[config.mk]
export PLATFORM = sky130hd
export DESIGN_NAME = flexray_clock_sync_poc
export DESIGN_NICKNAME = d
export VERILOG_FILES = /design/src/hdl/poc_pkg.sv /design/src/hdl/flexray_clock_sync_poc.sv
export SDC_FILE = /design/constraint.sdc
export NUM_CORES = 1
export LEC_CHECK = 0
export ABC_AREA = 1
export BUFFER_PORTS_ARGS = -buffer_cell sky130_fd_sc_hd__buf_2
export CAP_MARGIN = 25
export CORE_ASPECT_RATIO = 0.5
export CORE_MARGIN = 2
export CORE_UTILIZATION = 30
export CTS_CLUSTER_DIAMETER = 30
export DETAILED_ROUTE_END_ITERATION = 10
export SETUP_SLACK_MARGIN = 0.1
export SLEW_MARGIN = 15
export SYNTH_ARGS = -nofsm -noshare
export SYNTH_HDL_FRONTEND = slang
export SYNTH_SLANG_ARGS = --single-unit
[constraint.sdc]
create_clock -name core_clk -period 2.21 [get_ports core_clk]
set_clock_uncertainty 0.05 [all_clocks]
set_input_delay 0.221 -clock core_clk [delete_from_list [all_inputs] [get_ports core_clk]]
set_output_delay 0.221 -clock core_clk [all_outputs]
set_load 0.01 [all_outputs]
[src/hdl/poc_pkg.sv]
// Purpose: Shared constants for the clock sync and protocol control block
// Assumes: APB byte addresses, 32-bit data
// Notes: Command codes other than allow-coldstart are local choices
package poc_pkg;
  // Register byte offsets
  localparam logic [7:0] OFF_CMD = 8'h00;
  localparam logic [7:0] OFF_CONFIG = 8'h04;
  localparam logic [7:0] OFF_STATUS = 8'h08;
  localparam logic [7:0] OFF_RATE = 8'h0C;
  localparam logic [7:0] OFF_IRQ_STAT = 8'h10;
  localparam logic [7:0] OFF_IRQ_EN = 8'h14;
  localparam logic [7:0] OFF_IRQ_CLR = 8'h18;
  localparam logic [7:0] OFF_TIMING = 8'h1C;
  // Protocol command codes
  localparam logic [3:0] CMD_CONFIG = 4'h1;
  localparam logic [3:0] CMD_READY = 4'h2;
  localparam logic [3:0] CMD_WAKEUP = 4'h3;
  localparam logic [3:0] CMD_RUN = 4'h4;
  localparam logic [3:0] CMD_HALT = 4'h6;
  localparam logic [3:0] CMD_FREEZE = 4'h7;
  localparam logic [3:0] CMD_ALLOW_COLDSTART = 4'h9;
  // Baud prescaler codes
  localparam logic [1:0] BAUD_10M = 2'h0;
  localparam logic [1:0] BAUD_5M = 2'h1;
  localparam logic [1:0] BAUD_2M5 = 2'h2;
  // Slot modes and wake-up status
  localparam logic [1:0] SLOT_SINGLE = 2'h0;
  localparam logic [1:0] SLOT_ALL = 2'h3;
  localparam logic [2:0] WSV_RX_WUP = 3'h4;
  // Interrupt bit positions
  localparam int IRQ_SFO = 0;
  localparam int IRQ_WST = 1;
  localparam int IRQ_WUPA = 2;
  localparam int IRQ_MRCS = 4;
  localparam int IRQ_W = 5;
  // Timing
  localparam int RATE_HOLD_CYCLES = 3;
  localparam int INIT_SCHED_MT = 16;
  localparam int DYN_IDLE_PHASE = 8;
  // Config reset value
  localparam logic [31:0] CONFIG_RST = 32'h0000_0020;
  typedef enum logic [8:0] {
    ST_DEFAULT_CONFIG = 9'h001,
    ST_CONFIG = 9'h002,
    ST_READY = 9'h004,
    ST_WAKEUP_LISTEN = 9'h008,
    ST_INIT_SCHEDULE = 9'h010,
    ST_INTEG_CHECK = 9'h020,
    ST_ABORT_STARTUP = 9'h040,
    ST_NORMAL_ACTIVE = 9'h080,
    ST_HALT = 9'h100
  } poc_state_t;
endpackage

[src/hdl/flexray_clock_sync_poc.sv]
// Purpose: Clock sync counting, rate correction and protocol operation control
// Assumes: Link-side events are one-cycle pulses synchronous to core_clk
// Notes: Registers reached over APB; one level interrupt output
//
// Function
// - Rate adjustment waits three cycles after integration
// - Ignore start-up frames past sync maximum
// - Overflow flag only from sync count, no state change
// - Rate within damping band becomes zero
// - Late idle stops slot counting for segment
// - Baud 00/01/10 selects 10/5/2.5; loop-back only 10
// - Initialize schedule always full length
// - Correct offset after first pair or abort
// - Valid wake-up pattern moves listen to ready
// - Keep counting symbols after ready transition
// - Ready command ignored in ready
// - Allow-coldstart command clears coldstart inhibit
// - Halt keeps slot mode until default config
// - One wake-up pattern per two symbols
// - Missing odd-cycle sync frames set missing-rate flag
//
// The placing of the registers and the APB slave port were left to the implementer.
`timescale 1ns/100ps
module flexray_clock_sync_poc #(
  parameter int SYNC_MAX_W = 4,
  parameter int INIT_SCHED_LEN = poc_pkg::INIT_SCHED_MT,
  parameter int IDLE_PHASE = poc_pkg::DYN_IDLE_PHASE
) (
  input wire logic core_clk,
  input wire logic rstn,
  input wire logic psel,
  input wire logic penable,
  input wire logic pwrite,
  input wire logic [7:0] paddr,
  input wire logic [31:0] pwdata,
  output logic [31:0] prdata,
  output logic pready,
  output logic pslverr,
  input wire logic macrotick,
  input wire logic cycle_start,
  input wire logic even_cycle,
  input wire logic sync_frame_rx,
  input wire logic startup_frame_rx,
  input wire logic calc_rate_valid,
  input wire logic [11:0] calc_rate,
  input wire logic [15:0] cycle_offset,
  input wire logic [1:0] wus_rx,
  input wire logic dyn_frame_end,
  input wire logic channel_idle,
  input wire logic dyn_seg_end,
  input wire logic slot_tick,
  output logic irq,
  output logic [11:0] rate_correction,
  output logic [10:0] slot_counter,
  output logic slot_count_stopped,
  output logic loopback_active,
  output logic [1:0] baud_code
);
  import poc_pkg::*;

  initial begin
    if (SYNC_MAX_W < 1 || SYNC_MAX_W > 8 || INIT_SCHED_LEN < 1 || IDLE_PHASE < 1) begin
      $error("flexray_clock_sync_poc: unsupported parameter value");
    end
  end

  ////////////////////////////////////////////////////////////////////////////
  // Register bus
  logic [31:0] config_reg;
  logic [15:0] offset_corr_out;
  logic [IRQ_W-1:0] irq_stat;
  logic [IRQ_W-1:0] irq_en;
  logic [IRQ_W-1:0] events;
  logic cmd_pend;
  logic [3:0] cmd_code;
  poc_state_t state;
  logic [1:0] slot_mode_status;
  logic [2:0] wakeup_status_vector;
  logic coldstart_inhibit_flag;
  logic [11:0] rate_correction_status;

  wire access = psel && penable && !pready;
  wire done = psel && penable && pready;
  wire wr_done = done && pwrite;
  wire hit_cmd = paddr == OFF_CMD;
  wire hit_cfg = paddr == OFF_CONFIG;
  wire hit_stat = paddr == OFF_STATUS;
  wire hit_rate = paddr == OFF_RATE;
  wire hit_is = paddr == OFF_IRQ_STAT;
  wire hit_ie = paddr == OFF_IRQ_EN;
  wire hit_ic = paddr == OFF_IRQ_CLR;
  wire hit_tim = paddr == OFF_TIMING;
  wire mapped = hit_cmd | hit_cfg | hit_stat | hit_rate | hit_is | hit_ie | hit_ic | hit_tim;
  wire [IRQ_W-1:0] clr_mask = (wr_done && hit_ic) ? pwdata[IRQ_W-1:0] : '0;
  wire [31:0] rd_mux =
    hit_cfg ? config_reg :
    hit_stat ? {15'h0000, coldstart_inhibit_flag, 1'b0, wakeup_status_vector,
                slot_mode_status, 1'b0, state} :
    hit_rate ? {20'h00000, rate_correction_status} :
    hit_is ? {{(32-IRQ_W){1'b0}}, irq_stat} :
    hit_ie ? {{(32-IRQ_W){1'b0}}, irq_en} :
    hit_tim ? {16'h0000, offset_corr_out} : 32'h0000_0000;

  wire [1:0] baud_prescaler_field = config_reg[1:0];
  wire loopback_req = config_reg[2];
  wire all_slot_cfg = config_reg[3];
  wire [SYNC_MAX_W-1:0] sync_node_max = config_reg[4 +: SYNC_MAX_W];
  wire [7:0] drift_damping = config_reg[19:12];

  always_ff @(posedge core_clk or negedge rstn) begin
    if (!rstn) begin
      pready <= 1'b0;
      pslverr <= 1'b0;
      prdata <= 32'h0000_0000;
    end else begin
      pready <= access;
      pslverr <= access && !mapped;
      prdata <= (access && !pwrite) ? rd_mux : 32'h0000_0000;
    end
  end

  always_ff @(posedge core_clk or negedge rstn) begin
    if (!rstn) begin
      config_reg <= CONFIG_RST;
      offset_corr_out <= 16'h0000;
      irq_en <= '0;
    end else if (wr_done) begin
      if (hit_cfg) config_reg <= pwdata;
      if (hit_tim) offset_corr_out <= pwdata[15:0];
      if (hit_ie) irq_en <= pwdata[IRQ_W-1:0];
    end
  end

  // Command waits one clock so the state logic sees a stable code
  always_ff @(posedge core_clk or negedge rstn) begin
    if (!rstn) begin
      cmd_pend <= 1'b0;
      cmd_code <= 4'h0;
    end else begin
      cmd_pend <= wr_done && hit_cmd;
      cmd_code <= (wr_done && hit_cmd) ? pwdata[3:0] : cmd_code;
    end
  end

  // Set beats a clear in the same cycle
  always_ff @(posedge core_clk or negedge rstn) begin
    if (!rstn) begin
      irq_stat <= '0;
      irq <= 1'b0;
    end else begin
      irq_stat <= (irq_stat & ~clr_mask) | events;
      irq <= |(((irq_stat & ~clr_mask) | events) & irq_en);
    end
  end

  ////////////////////////////////////////////////////////////////////////////
  // Baud and loop-back
  always_ff @(posedge core_clk or negedge rstn) begin
    if (!rstn) begin
      baud_code <= BAUD_10M;
      loopback_active <= 1'b0;
    end else begin
      baud_code <= (baud_prescaler_field == BAUD_5M) ? BAUD_5M :
                   (baud_prescaler_field == BAUD_2M5) ? BAUD_2M5 : BAUD_10M;
      // Lower rates falsify looped data, so refuse them
      loopback_active <= loopback_req && baud_prescaler_field == BAUD_10M;
    end
  end

  ////////////////////////////////////////////////////////////////////////////
  // Sync and start-up frame counting
  logic [7:0] sync_cnt;
  logic [7:0] odd_sync_cnt;
  logic [7:0] startup_nodes;
  logic cur_even;
  wire pair_end = cycle_start && even_cycle;
  wire [7:0] sync_max8 = 8'(sync_node_max);
  wire sync_over = sync_frame_rx && sync_cnt >= sync_max8;
  wire startup_ok = startup_frame_rx && cur_even && sync_cnt <= sync_max8;
  wire missing_term = pair_end && odd_sync_cnt == 8'h00 &&
                      (state == ST_INTEG_CHECK || state == ST_NORMAL_ACTIVE);

  always_ff @(posedge core_clk or negedge rstn) begin
    if (!rstn) begin
      sync_cnt <= 8'h00;
      odd_sync_cnt <= 8'h00;
      startup_nodes <= 8'h00;
      cur_even <= 1'b0;
    end else if (cycle_start) begin
      sync_cnt <= 8'h00;
      cur_even <= even_cycle;
      if (even_cycle) startup_nodes <= 8'h00;
      if (!even_cycle) odd_sync_cnt <= 8'h00;
    end else begin
      if (sync_frame_rx && sync_cnt != 8'hFF) sync_cnt <= sync_cnt + 8'h01;
      if (sync_frame_rx && !cur_even && odd_sync_cnt != 8'hFF)
        odd_sync_cnt <= odd_sync_cnt + 8'h01;
      if (startup_ok && startup_nodes != 8'hFF) startup_nodes <= startup_nodes + 8'h01;
    end
  end

  ////////////////////////////////////////////////////////////////////////////
  // Rate correction
  logic [1:0] cycles_integ;
  wire [11:0] rate_mag = calc_rate[11] ? 12'(-calc_rate) : calc_rate;
  wire [11:0] rate_damped = (rate_mag <= {4'h0, drift_damping}) ? 12'h000 : calc_rate;
  wire in_integ = state == ST_INTEG_CHECK || state == ST_NORMAL_ACTIVE;

  always_ff @(posedge core_clk or negedge rstn) begin
    if (!rstn) begin
      cycles_integ <= 2'h0;
      rate_correction <= 12'h000;
      rate_correction_status <= 12'h000;
    end else begin
      if (!in_integ) cycles_integ <= 2'h0;
      else if (cycle_start && cycles_integ != 2'(RATE_HOLD_CYCLES)) cycles_integ <= cycles_integ + 2'h1;
      if (calc_rate_valid) rate_correction_status <= rate_damped;
      if (calc_rate_valid && cycles_integ == 2'(RATE_HOLD_CYCLES)) rate_correction <= rate_damped;
      else if (!in_integ) rate_correction <= 12'h000;
    end
  end

  ////////////////////////////////////////////////////////////////////////////
  // Dynamic segment slot counting
  logic idle_wait;
  logic [7:0] idle_cnt;
  wire idle_late = idle_wait && !channel_idle && idle_cnt >= 8'(IDLE_PHASE);

  always_ff @(posedge core_clk or negedge rstn) begin
    if (!rstn) begin
      idle_wait <= 1'b0;
      idle_cnt <= 8'h00;
      slot_count_stopped <= 1'b0;
      slot_counter <= 11'h000;
    end else begin
      if (dyn_frame_end) idle_wait <= 1'b1;
      else if (channel_idle || dyn_seg_end || idle_late) idle_wait <= 1'b0;
      idle_cnt <= (idle_wait && !dyn_frame_end) ? idle_cnt + 8'h01 : 8'h00;
      // Stays stopped until the segment ends to avoid a collision
      if (dyn_seg_end || cycle_start) slot_count_stopped <= 1'b0;
      else if (idle_late) slot_count_stopped <= 1'b1;
      if (cycle_start) slot_counter <= 11'h001;
      else if (slot_tick && !slot_count_stopped && !idle_late) slot_counter <= slot_counter + 11'h001;
    end
  end

  ////////////////////////////////////////////////////////////////////////////
  // Wake-up symbol pairing per channel
  logic [1:0] wup_valid;
  genvar ch;
  generate
    for (ch = 0; ch < 2; ch++) begin : g_wus
      logic half;
      always_ff @(posedge core_clk or negedge rstn) begin
        if (!rstn) begin
          half <= 1'b0;
        end else if (wus_rx[ch]) begin
          // Not cleared on the state change, so pairing carries on
          half <= !half;
        end
      end
      assign wup_valid[ch] = wus_rx[ch] && half;
    end
  endgenerate

  ////////////////////////////////////////////////////////////////////////////
  // Protocol operation control
  logic [7:0] sched_cnt;
  logic pair_seen;
  wire [15:0] off_mag = cycle_offset[15] ? 16'(-cycle_offset) : cycle_offset;
  wire is_cmd_ready = cmd_pend && cmd_code == CMD_READY;
  wire is_cmd_halt = cmd_pend && (cmd_code == CMD_HALT || cmd_code == CMD_FREEZE);
  wire is_cmd_config = cmd_pend && cmd_code == CMD_CONFIG;
  wire startup_run = state == ST_INIT_SCHEDULE || state == ST_INTEG_CHECK ||
                     state == ST_ABORT_STARTUP || state == ST_NORMAL_ACTIVE;
  wire wup_rx = state == ST_WAKEUP_LISTEN && |wup_valid;
  poc_state_t next_state;

  always_comb begin
    next_state = state;
    case (state)
      ST_DEFAULT_CONFIG: if (is_cmd_config) next_state = ST_CONFIG;
      ST_CONFIG: if (is_cmd_ready) next_state = ST_READY;
      ST_READY: begin
        if (is_cmd_config) next_state = ST_CONFIG;
        else if (cmd_pend && cmd_code == CMD_WAKEUP) next_state = ST_WAKEUP_LISTEN;
        else if (cmd_pend && cmd_code == CMD_RUN) next_state = ST_INIT_SCHEDULE;
      end
      ST_WAKEUP_LISTEN: if (wup_rx || is_cmd_ready) next_state = ST_READY;
      ST_INIT_SCHEDULE: if (macrotick && sched_cnt == 8'h01) next_state = ST_INTEG_CHECK;
      // First even start opens the pair; judge only when the next one closes it
      ST_INTEG_CHECK: begin
        if (pair_end && pair_seen) begin
          if (off_mag < offset_corr_out && startup_nodes != 8'h00) next_state = ST_NORMAL_ACTIVE;
          else next_state = ST_ABORT_STARTUP;
        end
      end
      ST_ABORT_STARTUP: next_state = ST_INIT_SCHEDULE;
      ST_NORMAL_ACTIVE: next_state = ST_NORMAL_ACTIVE;
      ST_HALT: if (is_cmd_config) next_state = ST_DEFAULT_CONFIG;
      default: next_state = ST_DEFAULT_CONFIG;
    endcase
    if (startup_run && is_cmd_ready) next_state = ST_READY;
    if ((startup_run || state == ST_READY) && is_cmd_halt) next_state = ST_HALT;
  end

  always_ff @(posedge core_clk or negedge rstn) begin
    if (!rstn) begin
      state <= ST_DEFAULT_CONFIG;
      sched_cnt <= 8'h00;
      pair_seen <= 1'b0;
      slot_mode_status <= SLOT_SINGLE;
      coldstart_inhibit_flag <= 1'b1;
      wakeup_status_vector <= 3'h0;
    end else begin
      state <= next_state;
      // Loaded afresh on every entry, even after an abort
      if (next_state == ST_INIT_SCHEDULE && state != ST_INIT_SCHEDULE)
        sched_cnt <= 8'(INIT_SCHED_LEN);
      else if (macrotick && sched_cnt != 8'h00) sched_cnt <= sched_cnt - 8'h01;
      if (state != ST_INTEG_CHECK) pair_seen <= 1'b0;
      else if (pair_end) pair_seen <= 1'b1;
      if (next_state == ST_NORMAL_ACTIVE && state != ST_NORMAL_ACTIVE)
        slot_mode_status <= all_slot_cfg ? SLOT_ALL : SLOT_SINGLE;
      else if (state == ST_HALT && next_state == ST_DEFAULT_CONFIG)
        slot_mode_status <= SLOT_SINGLE;
      if (cmd_pend && cmd_code == CMD_ALLOW_COLDSTART) coldstart_inhibit_flag <= 1'b0;
      else if (is_cmd_ready && state != ST_READY) coldstart_inhibit_flag <= 1'b1;
      if (wup_rx) wakeup_status_vector <= WSV_RX_WUP;
    end
  end

  // Overflow is an event only; state logic never reads it
  always_comb begin
    events = '0;
    events[IRQ_SFO] = sync_over;
    events[IRQ_WST] = wup_rx;
    events[IRQ_WUPA +: 2] = wup_valid;
    events[IRQ_MRCS] = missing_term;
  end
endmodule

Word-level counts from Yosys, hierarchy flattened
Cells that the tools add are included.
{"block": "totals", "register_bits": 197, "in_bits": 85, "wordCells": 239}
{"block": "op_classes", "addsub": 9, "magnitude_cmp": 5, "n_eq_ne": 42, "mux": 54, "bitwise_logic": 11, "n_reduce_logical": 87}
{"operator": "$mux W9", "count": 11}
{"operator": "$mux W8", "count": 12}
{"operator": "$pmux W9 S9", "count": 1}
{"operator": "$mux W16", "count": 5}
{"operator": "$mux W32", "count": 2}
{"operator": "$mux W12", "count": 4}
{"operator": "$logic_and A1 B1 Y1", "count": 45}
{"operator": "$add A8 B1 Y8 const B", "count": 4}
{"operator": "$eq A8 B5 Y1 const B", "count": 4}
{"operator": "$ne A8 B8 Y1 const B", "count": 3}
{"operator": "$mux W11", "count": 2}
{"operator": "$reduce_bool A2 Y1", "count": 10}
{"operator": "$eq A9 B1 Y1 const B", "count": 2}
{"operator": "$eq A9 B5 Y1 const B", "count": 2}
{"operator": "$eq A9 B8 Y1 const B", "count": 2}
{"operator": "$mux W17", "count": 1}
{"operator": "$eq A8 B4 Y1 const B", "count": 2}
{"operator": "$logic_not A8 Y1", "count": 2}
{"operator": "$lt A16 B16 Y1", "count": 1}
{"operator": "$neg A16 Y16", "count": 1}
{"operator": "$reduce_bool A8 Y1", "count": 2}
{"operator": "$mux W2", "count": 7}
{"operator": "$eq A4 B3 Y1 const B", "count": 3}
{"operator": "$le A12 B8 Y1", "count": 1}
{"operator": "other kinds (38)", "count": 79}

Logic depth before layout (Yosys ltp)
{"block": "logic_depth", "ltp_word": 13, "ltp_mapped": 22, "ltp_nobuf": 22}

Worst setup path after synthesis
Ideal clock, no wire load.
{"block": "synth_timing", "path_kind": "input to register", "from": "input cycle_offset[0]", "to": "register slot_mode_status[0]", "setup_ns": 0.117, "arrival_ns": 2.336, "required_time_ns": 2.043, "path_slack_ns": -0.294, "stages": 21, "n_path_buf": 0, "cell_sequence": "inv_1 -> ha_1 -> nand2_1 -> nor3_1 -> inv_1 -> nor3_1 -> nand2_1 -> nand2_1 -> o21ai_0 -> xor2_1 -> ha_1 -> nand2_1 -> o21ai_0 -> a21oi_1 -> nand4_1 -> nand2_1 -> nand2_1 -> nor2_1 -> nand2_1 -> nand3_1 -> nand2_1"}
{"block": "synth_between", "elab_chain_cells": 12, "elab_cells_between_ends": 15}
{"item": "start, declared", "line_no": "flexray_clock_sync_poc.sv:46", "source": "input wire logic [15:0] cycle_offset,"}
{"item": "$neg A16 Y16", "line_no": "flexray_clock_sync_poc.sv:270", "source": "wire [15:0] off_mag = cycle_offset[15] ? 16'(-cycle_offset) : cycle_offset;"}
{"item": "$mux W16 (*)", "line_no": "flexray_clock_sync_poc.sv:270"}
{"item": "$lt A16 B16 Y1 (*)", "line_no": "flexray_clock_sync_poc.sv:294", "source": "if (off_mag < offset_corr_out && startup_nodes != 8'h00) next_state = ST_NORMAL_ACTIVE;"}
{"item": "$logic_and A1 B1 Y1 (*)", "line_no": "flexray_clock_sync_poc.sv:294"}
{"item": "$mux W8 (*)", "line_no": "flexray_clock_sync_poc.sv:294"}
{"item": "$mux W9 (*)", "line_no": "flexray_clock_sync_poc.sv:293", "source": "if (pair_end && pair_seen) begin"}
{"item": "$pmux W9 S9 (*)", "line_no": "flexray_clock_sync_poc.sv:281", "source": "case (state)"}
{"item": "$mux W9 (*)", "line_no": "flexray_clock_sync_poc.sv:303", "source": "if (startup_run && is_cmd_ready) next_state = ST_READY;"}
{"item": "$mux W9 (*)", "line_no": "flexray_clock_sync_poc.sv:304", "source": "if ((startup_run || state == ST_READY) && is_cmd_halt) next_state = ST_HALT;"}
{"item": "$eq A9 B8 Y1 or $eq A9 B1 Y1 (tied branches)", "line_no": "flexray_clock_sync_poc.sv:323, flexray_clock_sync_poc.sv:325"}
{"item": "$logic_and A1 B1 Y1 (on tied branches)", "line_no": "flexray_clock_sync_poc.sv:323, flexray_clock_sync_poc.sv:325"}
{"item": "$mux W2 or $reduce_bool A2 Y1 (tied branches)"}
{"item": "end signal, assigned", "line_no": "flexray_clock_sync_poc.sv:324", "source": "slot_mode_status <= all_slot_cfg ? SLOT_ALL : SLOT_SINGLE;"}
{"item": "end, declared", "line_no": "flexray_clock_sync_poc.sv:77", "source": "logic [1:0] slot_mode_status;"}
Every way passes the cells marked *; elsewhere a longest branch is shown, timed or not.
A chain may end at the register's enable or synchronous reset.

Worst setup path after layout
{"block": "layout_timing", "from": "input cycle_offset[2]", "to": "register slot_mode_status[0]"}
Same word-level chain as after synthesis.

==> flow_summary.json <==
{
  "ir_drop_mv": 0.5443,
  "synth_cell_type_count": 49,
  "fin_nets": 1609,
  "grt_start_max_net_pins": 68,
  "via_per_inst": 4.646,
  "async_reset_ff_frac": 1.000,
  "hold_class": "in2reg",
  "finalNonFillerCells": 1940,
  "cp_slowest_cell": "ha_1",
  "cpLargestDelayFamily": "simple AND/OR/NAND/NOR gates",
  "dr.first_iter.drc_count": 709,
  "cp_max_fo": 4,
  "grt-ovfl-total": 0,
  "timing.rr.start": "state[5]",
  "crit_chain": "buf_8 -> nor2_4 -> buf_4 -> buf_6 -> nand2_2 -> nor3_2 -> inv_1 -> nor3_2 -> nand2_1 -> nand2_2 -> o21ai_2 -> xor2_1 -> ha_1 -> nand2_2 -> nor2_1 -> a21oi_1 -> nand4_1 -> nand2_2 -> nand2_2 -> nor2_4 -> nand2_1 -> nand3_1 -> nand2_1",
  "outcome": "complete, but fails checks",
  "htreeDepth": 4,
  "grt_use_total": 0.1597,
  "vias": 9013,
  "worstReg2RegEnd": "slot_mode_status[0]",
  "worstSetupPathType": "in2reg",
  "yosys_warnings": 0,
  "yosys-top-cells-area": "dfrtp_1 (48%), nand2_1 (10%), inv_1 (6.4%)",
  "fin_crit_ns": 2.353,
  "insertion_delay_ns": 0.44,
  "synth_top_area_cell": "dfrtp_1",
  "worst_setup_path_start_kind": "primary input",
  "ant_nets": 0,
  "critical_path_depth": 23,
  "gp_congestion": 0.9375,
  "core_mm2": 0.03305,
  "path_clk_slew_ns": 0.08,
  "grt_pass1_wl_um": 44570,
  "slowest_delay_ns": 0.30,
  "wire_per_inst_um": 14.46,
  "syn_area_per_cell_um2": 8.155,
  "dp_hpwl_um": 20950,
  "startpoint": "cycle_offset[2]",
  "maxCapViolations": 0,
  "power_density_mw_per_mm2": 618.3,
  "critical_path_buf_inv_count": 4,
  "timing.fmax_mhz": 425.0,
  "finalWirelength_um": 28060,
  "placed_area_mm2": 0.01190,
  "synthesis.area_mm2": 0.01005,
  "ys_top_cells_by_count": "nand2_1 (279), dfrtp_1 (193), inv_1 (171)",
  "dp_slack_ns": -0.6898,
  "rsz0062_at_grt": "yes",
  "finalSetupViolations": 24,
  "cp-end-kind": "register",
  "cp-endpoint": "slot_mode_status[0]",
  "cts_buffer_depth": 2,
  "root_buffer": "clkbuf_16",
  "synth_flop_cell": "dfrtp_1",
  "die_w_um": 262.9,
  "slew_violations": 0,
  "fin_ws_ns": -0.1428,
  "cts_tree": "done",
  "first_pass_iters": 5,
  "syn_to_final_growth_pct": 31.98,
  "grt_pass1_vias": 8676,
  "fillers": 3315,
  "p_leak_nw": 6.594,
  "hp-start": "pwdata[12]",
  "postSynthCellCount": 1233,
  "initial_core_util": 0.3042,
  "cp_common_cell": "nand2_2",
  "finalCritPeriodShare": 1.065,
  "ys_seq_area_frac": 0.4882,
  "worstMarginPinSlew_ns": 0.5897,
  "slew_headroom": 0.6069,
  "place.port_buffers": 146,
  "numCtsBuffers": 17,
  "antenna_found_initial": 1,
  "synth_edf_count": 0,
  "drc_errors": 0,
  "rows": 47,
  "drive_gt1_frac": 0.2485,
  "rr_worst_depth": 13,
  "synth-seq-cells": 196,
  "die_h_um": 133.5,
  "design_area_mm2": 0.01327,
  "synth.most_common_cell": "nand2_1",
  "crit_required_ns": 2.49,
  "syn_nets": 1358,
  "dpl.cell_count": 1859,
  "post-route-util": 0.4015,
  "rrSetupSlack_ns": 0.15,
  "ios": 147,
  "violations": "negative setup slack",
  "synth_top_area_share": 0.4803,
  "hold_viol_final": 0,
  "arrival_ns": 2.63,
  "dieArea_mm2": 0.03508,
  "clkSinkCount": 196
}
-- worst register-to-register path: cells and delay by family, from the launching register on --
kind / cells / cell delay [ns]
buf+inv: 1 / 0.11
compound gates: 1 / 0.33
flops: 1 / 0.47
simple gates: 11 / 1.05
-- metal layers --
metal	wire length [µm]	track usage
met2	13600	0.2726
met4	507	0.04635
met1	12570	0.2043
met5	0	0
met3	1381	0.03530
-- layout by cell type (no fill, tap or decap), drive strengths merged --
cell type and n:
nand2 283, buf 221, dfrtp 193, inv 181, nor2 144, o21ai 94
nand3 72, a21oi 60, ha 40, nor3 35, dlygate4sd3 32, clkbuf 23
xor2 16, mux2 12, xnor2 11, nand4 10, a31oi 10, o221ai 8
clkinv 8, o22ai 6, a221oi 5, nor3b 4, o211ai 4, nor4 4
a211oi 3, dfstp 3, o31ai 3, diode 2, nand3b 2, or2 2
o21a 1, and3 1, o21bai 1, o2111ai 1, a22o 1, a311oi 1
o41ai 1, clkinvlp 1
-- cell families (layout without fill, tap and decap cells) --
kind of cell / Yosys count / after routing / share of synthesized area
AND/OR/NAND/NOR: 557 / 557 / 0.2347
buffers and inverters: 202 / 466 / 0.07753
AO/OA/AOI/OAI: 199 / 199 / 0.1129
flip-flops: 196 / 196 / 0.4882
adder cells (fa/ha/maj): 40 / 40 / 0.04978
XOR/XNOR: 27 / 27 / 0.02352
multiplexers: 12 / 12 / 0.01344
other: 0 / 2 / 0
-- repair_timing --
item | CTS | global route
hold buffers | 32 | 0
endpoints found under the setup margin | 20 | 41
buffers inserted | 2 | 12
endpoints found under the hold margin | 95 | 0
gates resized for setup | 11 | 73
cloned | 0 | 2
pin swaps | 10 | 49
-- metrics by stage --
| stage | total power (W) | hold slack, ns | setup TNS, ns |
|---|---|---|---|
| after global placement | 0.005058 | 0.2342 | -9.867 |
| after floorplan | 0.004604 | -0.1246 | -0.5520 |
| after global routing | 0.008603 | 0.01976 | -4.434 |
| after detailed placement | 0.005073 | 0.2364 | -10.34 |
| final | 0.008204 | 0.02430 | -0.7899 |
| after CTS | 0.008189 | 0.007097 | -0.05544 |
-- power by group --
part | switching (W) | internal (W)
combinational | 0.000752 | 0.000532
sequential | 0.000117 | 0.00375
clock | 0.00150 | 0.00155
-- how the worst min path moves through the flow --
stage,end,cells past startpoint
floorplan,baud_code[0],0
global placement,idle_cnt[7],1
detailed placement,slot_count_stopped,1
CTS,offset_corr_out[12],3
global route,offset_corr_out[13],3
finish,offset_corr_out[12],3
-- layout make-up --
cell class | instances | area, µm² | area share
Antenna cell | 2 | 5.005 | 0.0003771
Clock buffer | 20 | 456.7 | 0.03441
Clock inverter | 12 | 115.1 | 0.008674
Inverter | 178 | 673.1 | 0.05073
Multi-Input combinational cell | 835 | 4763 | 0.3589
Sequential cell | 196 | 4912 | 0.3702
Tap cell | 441 | 551.8 | 0.04158
Timing Repair Buffer | 256 | 1793 | 0.1351
(Power assumes the default switching activity.)
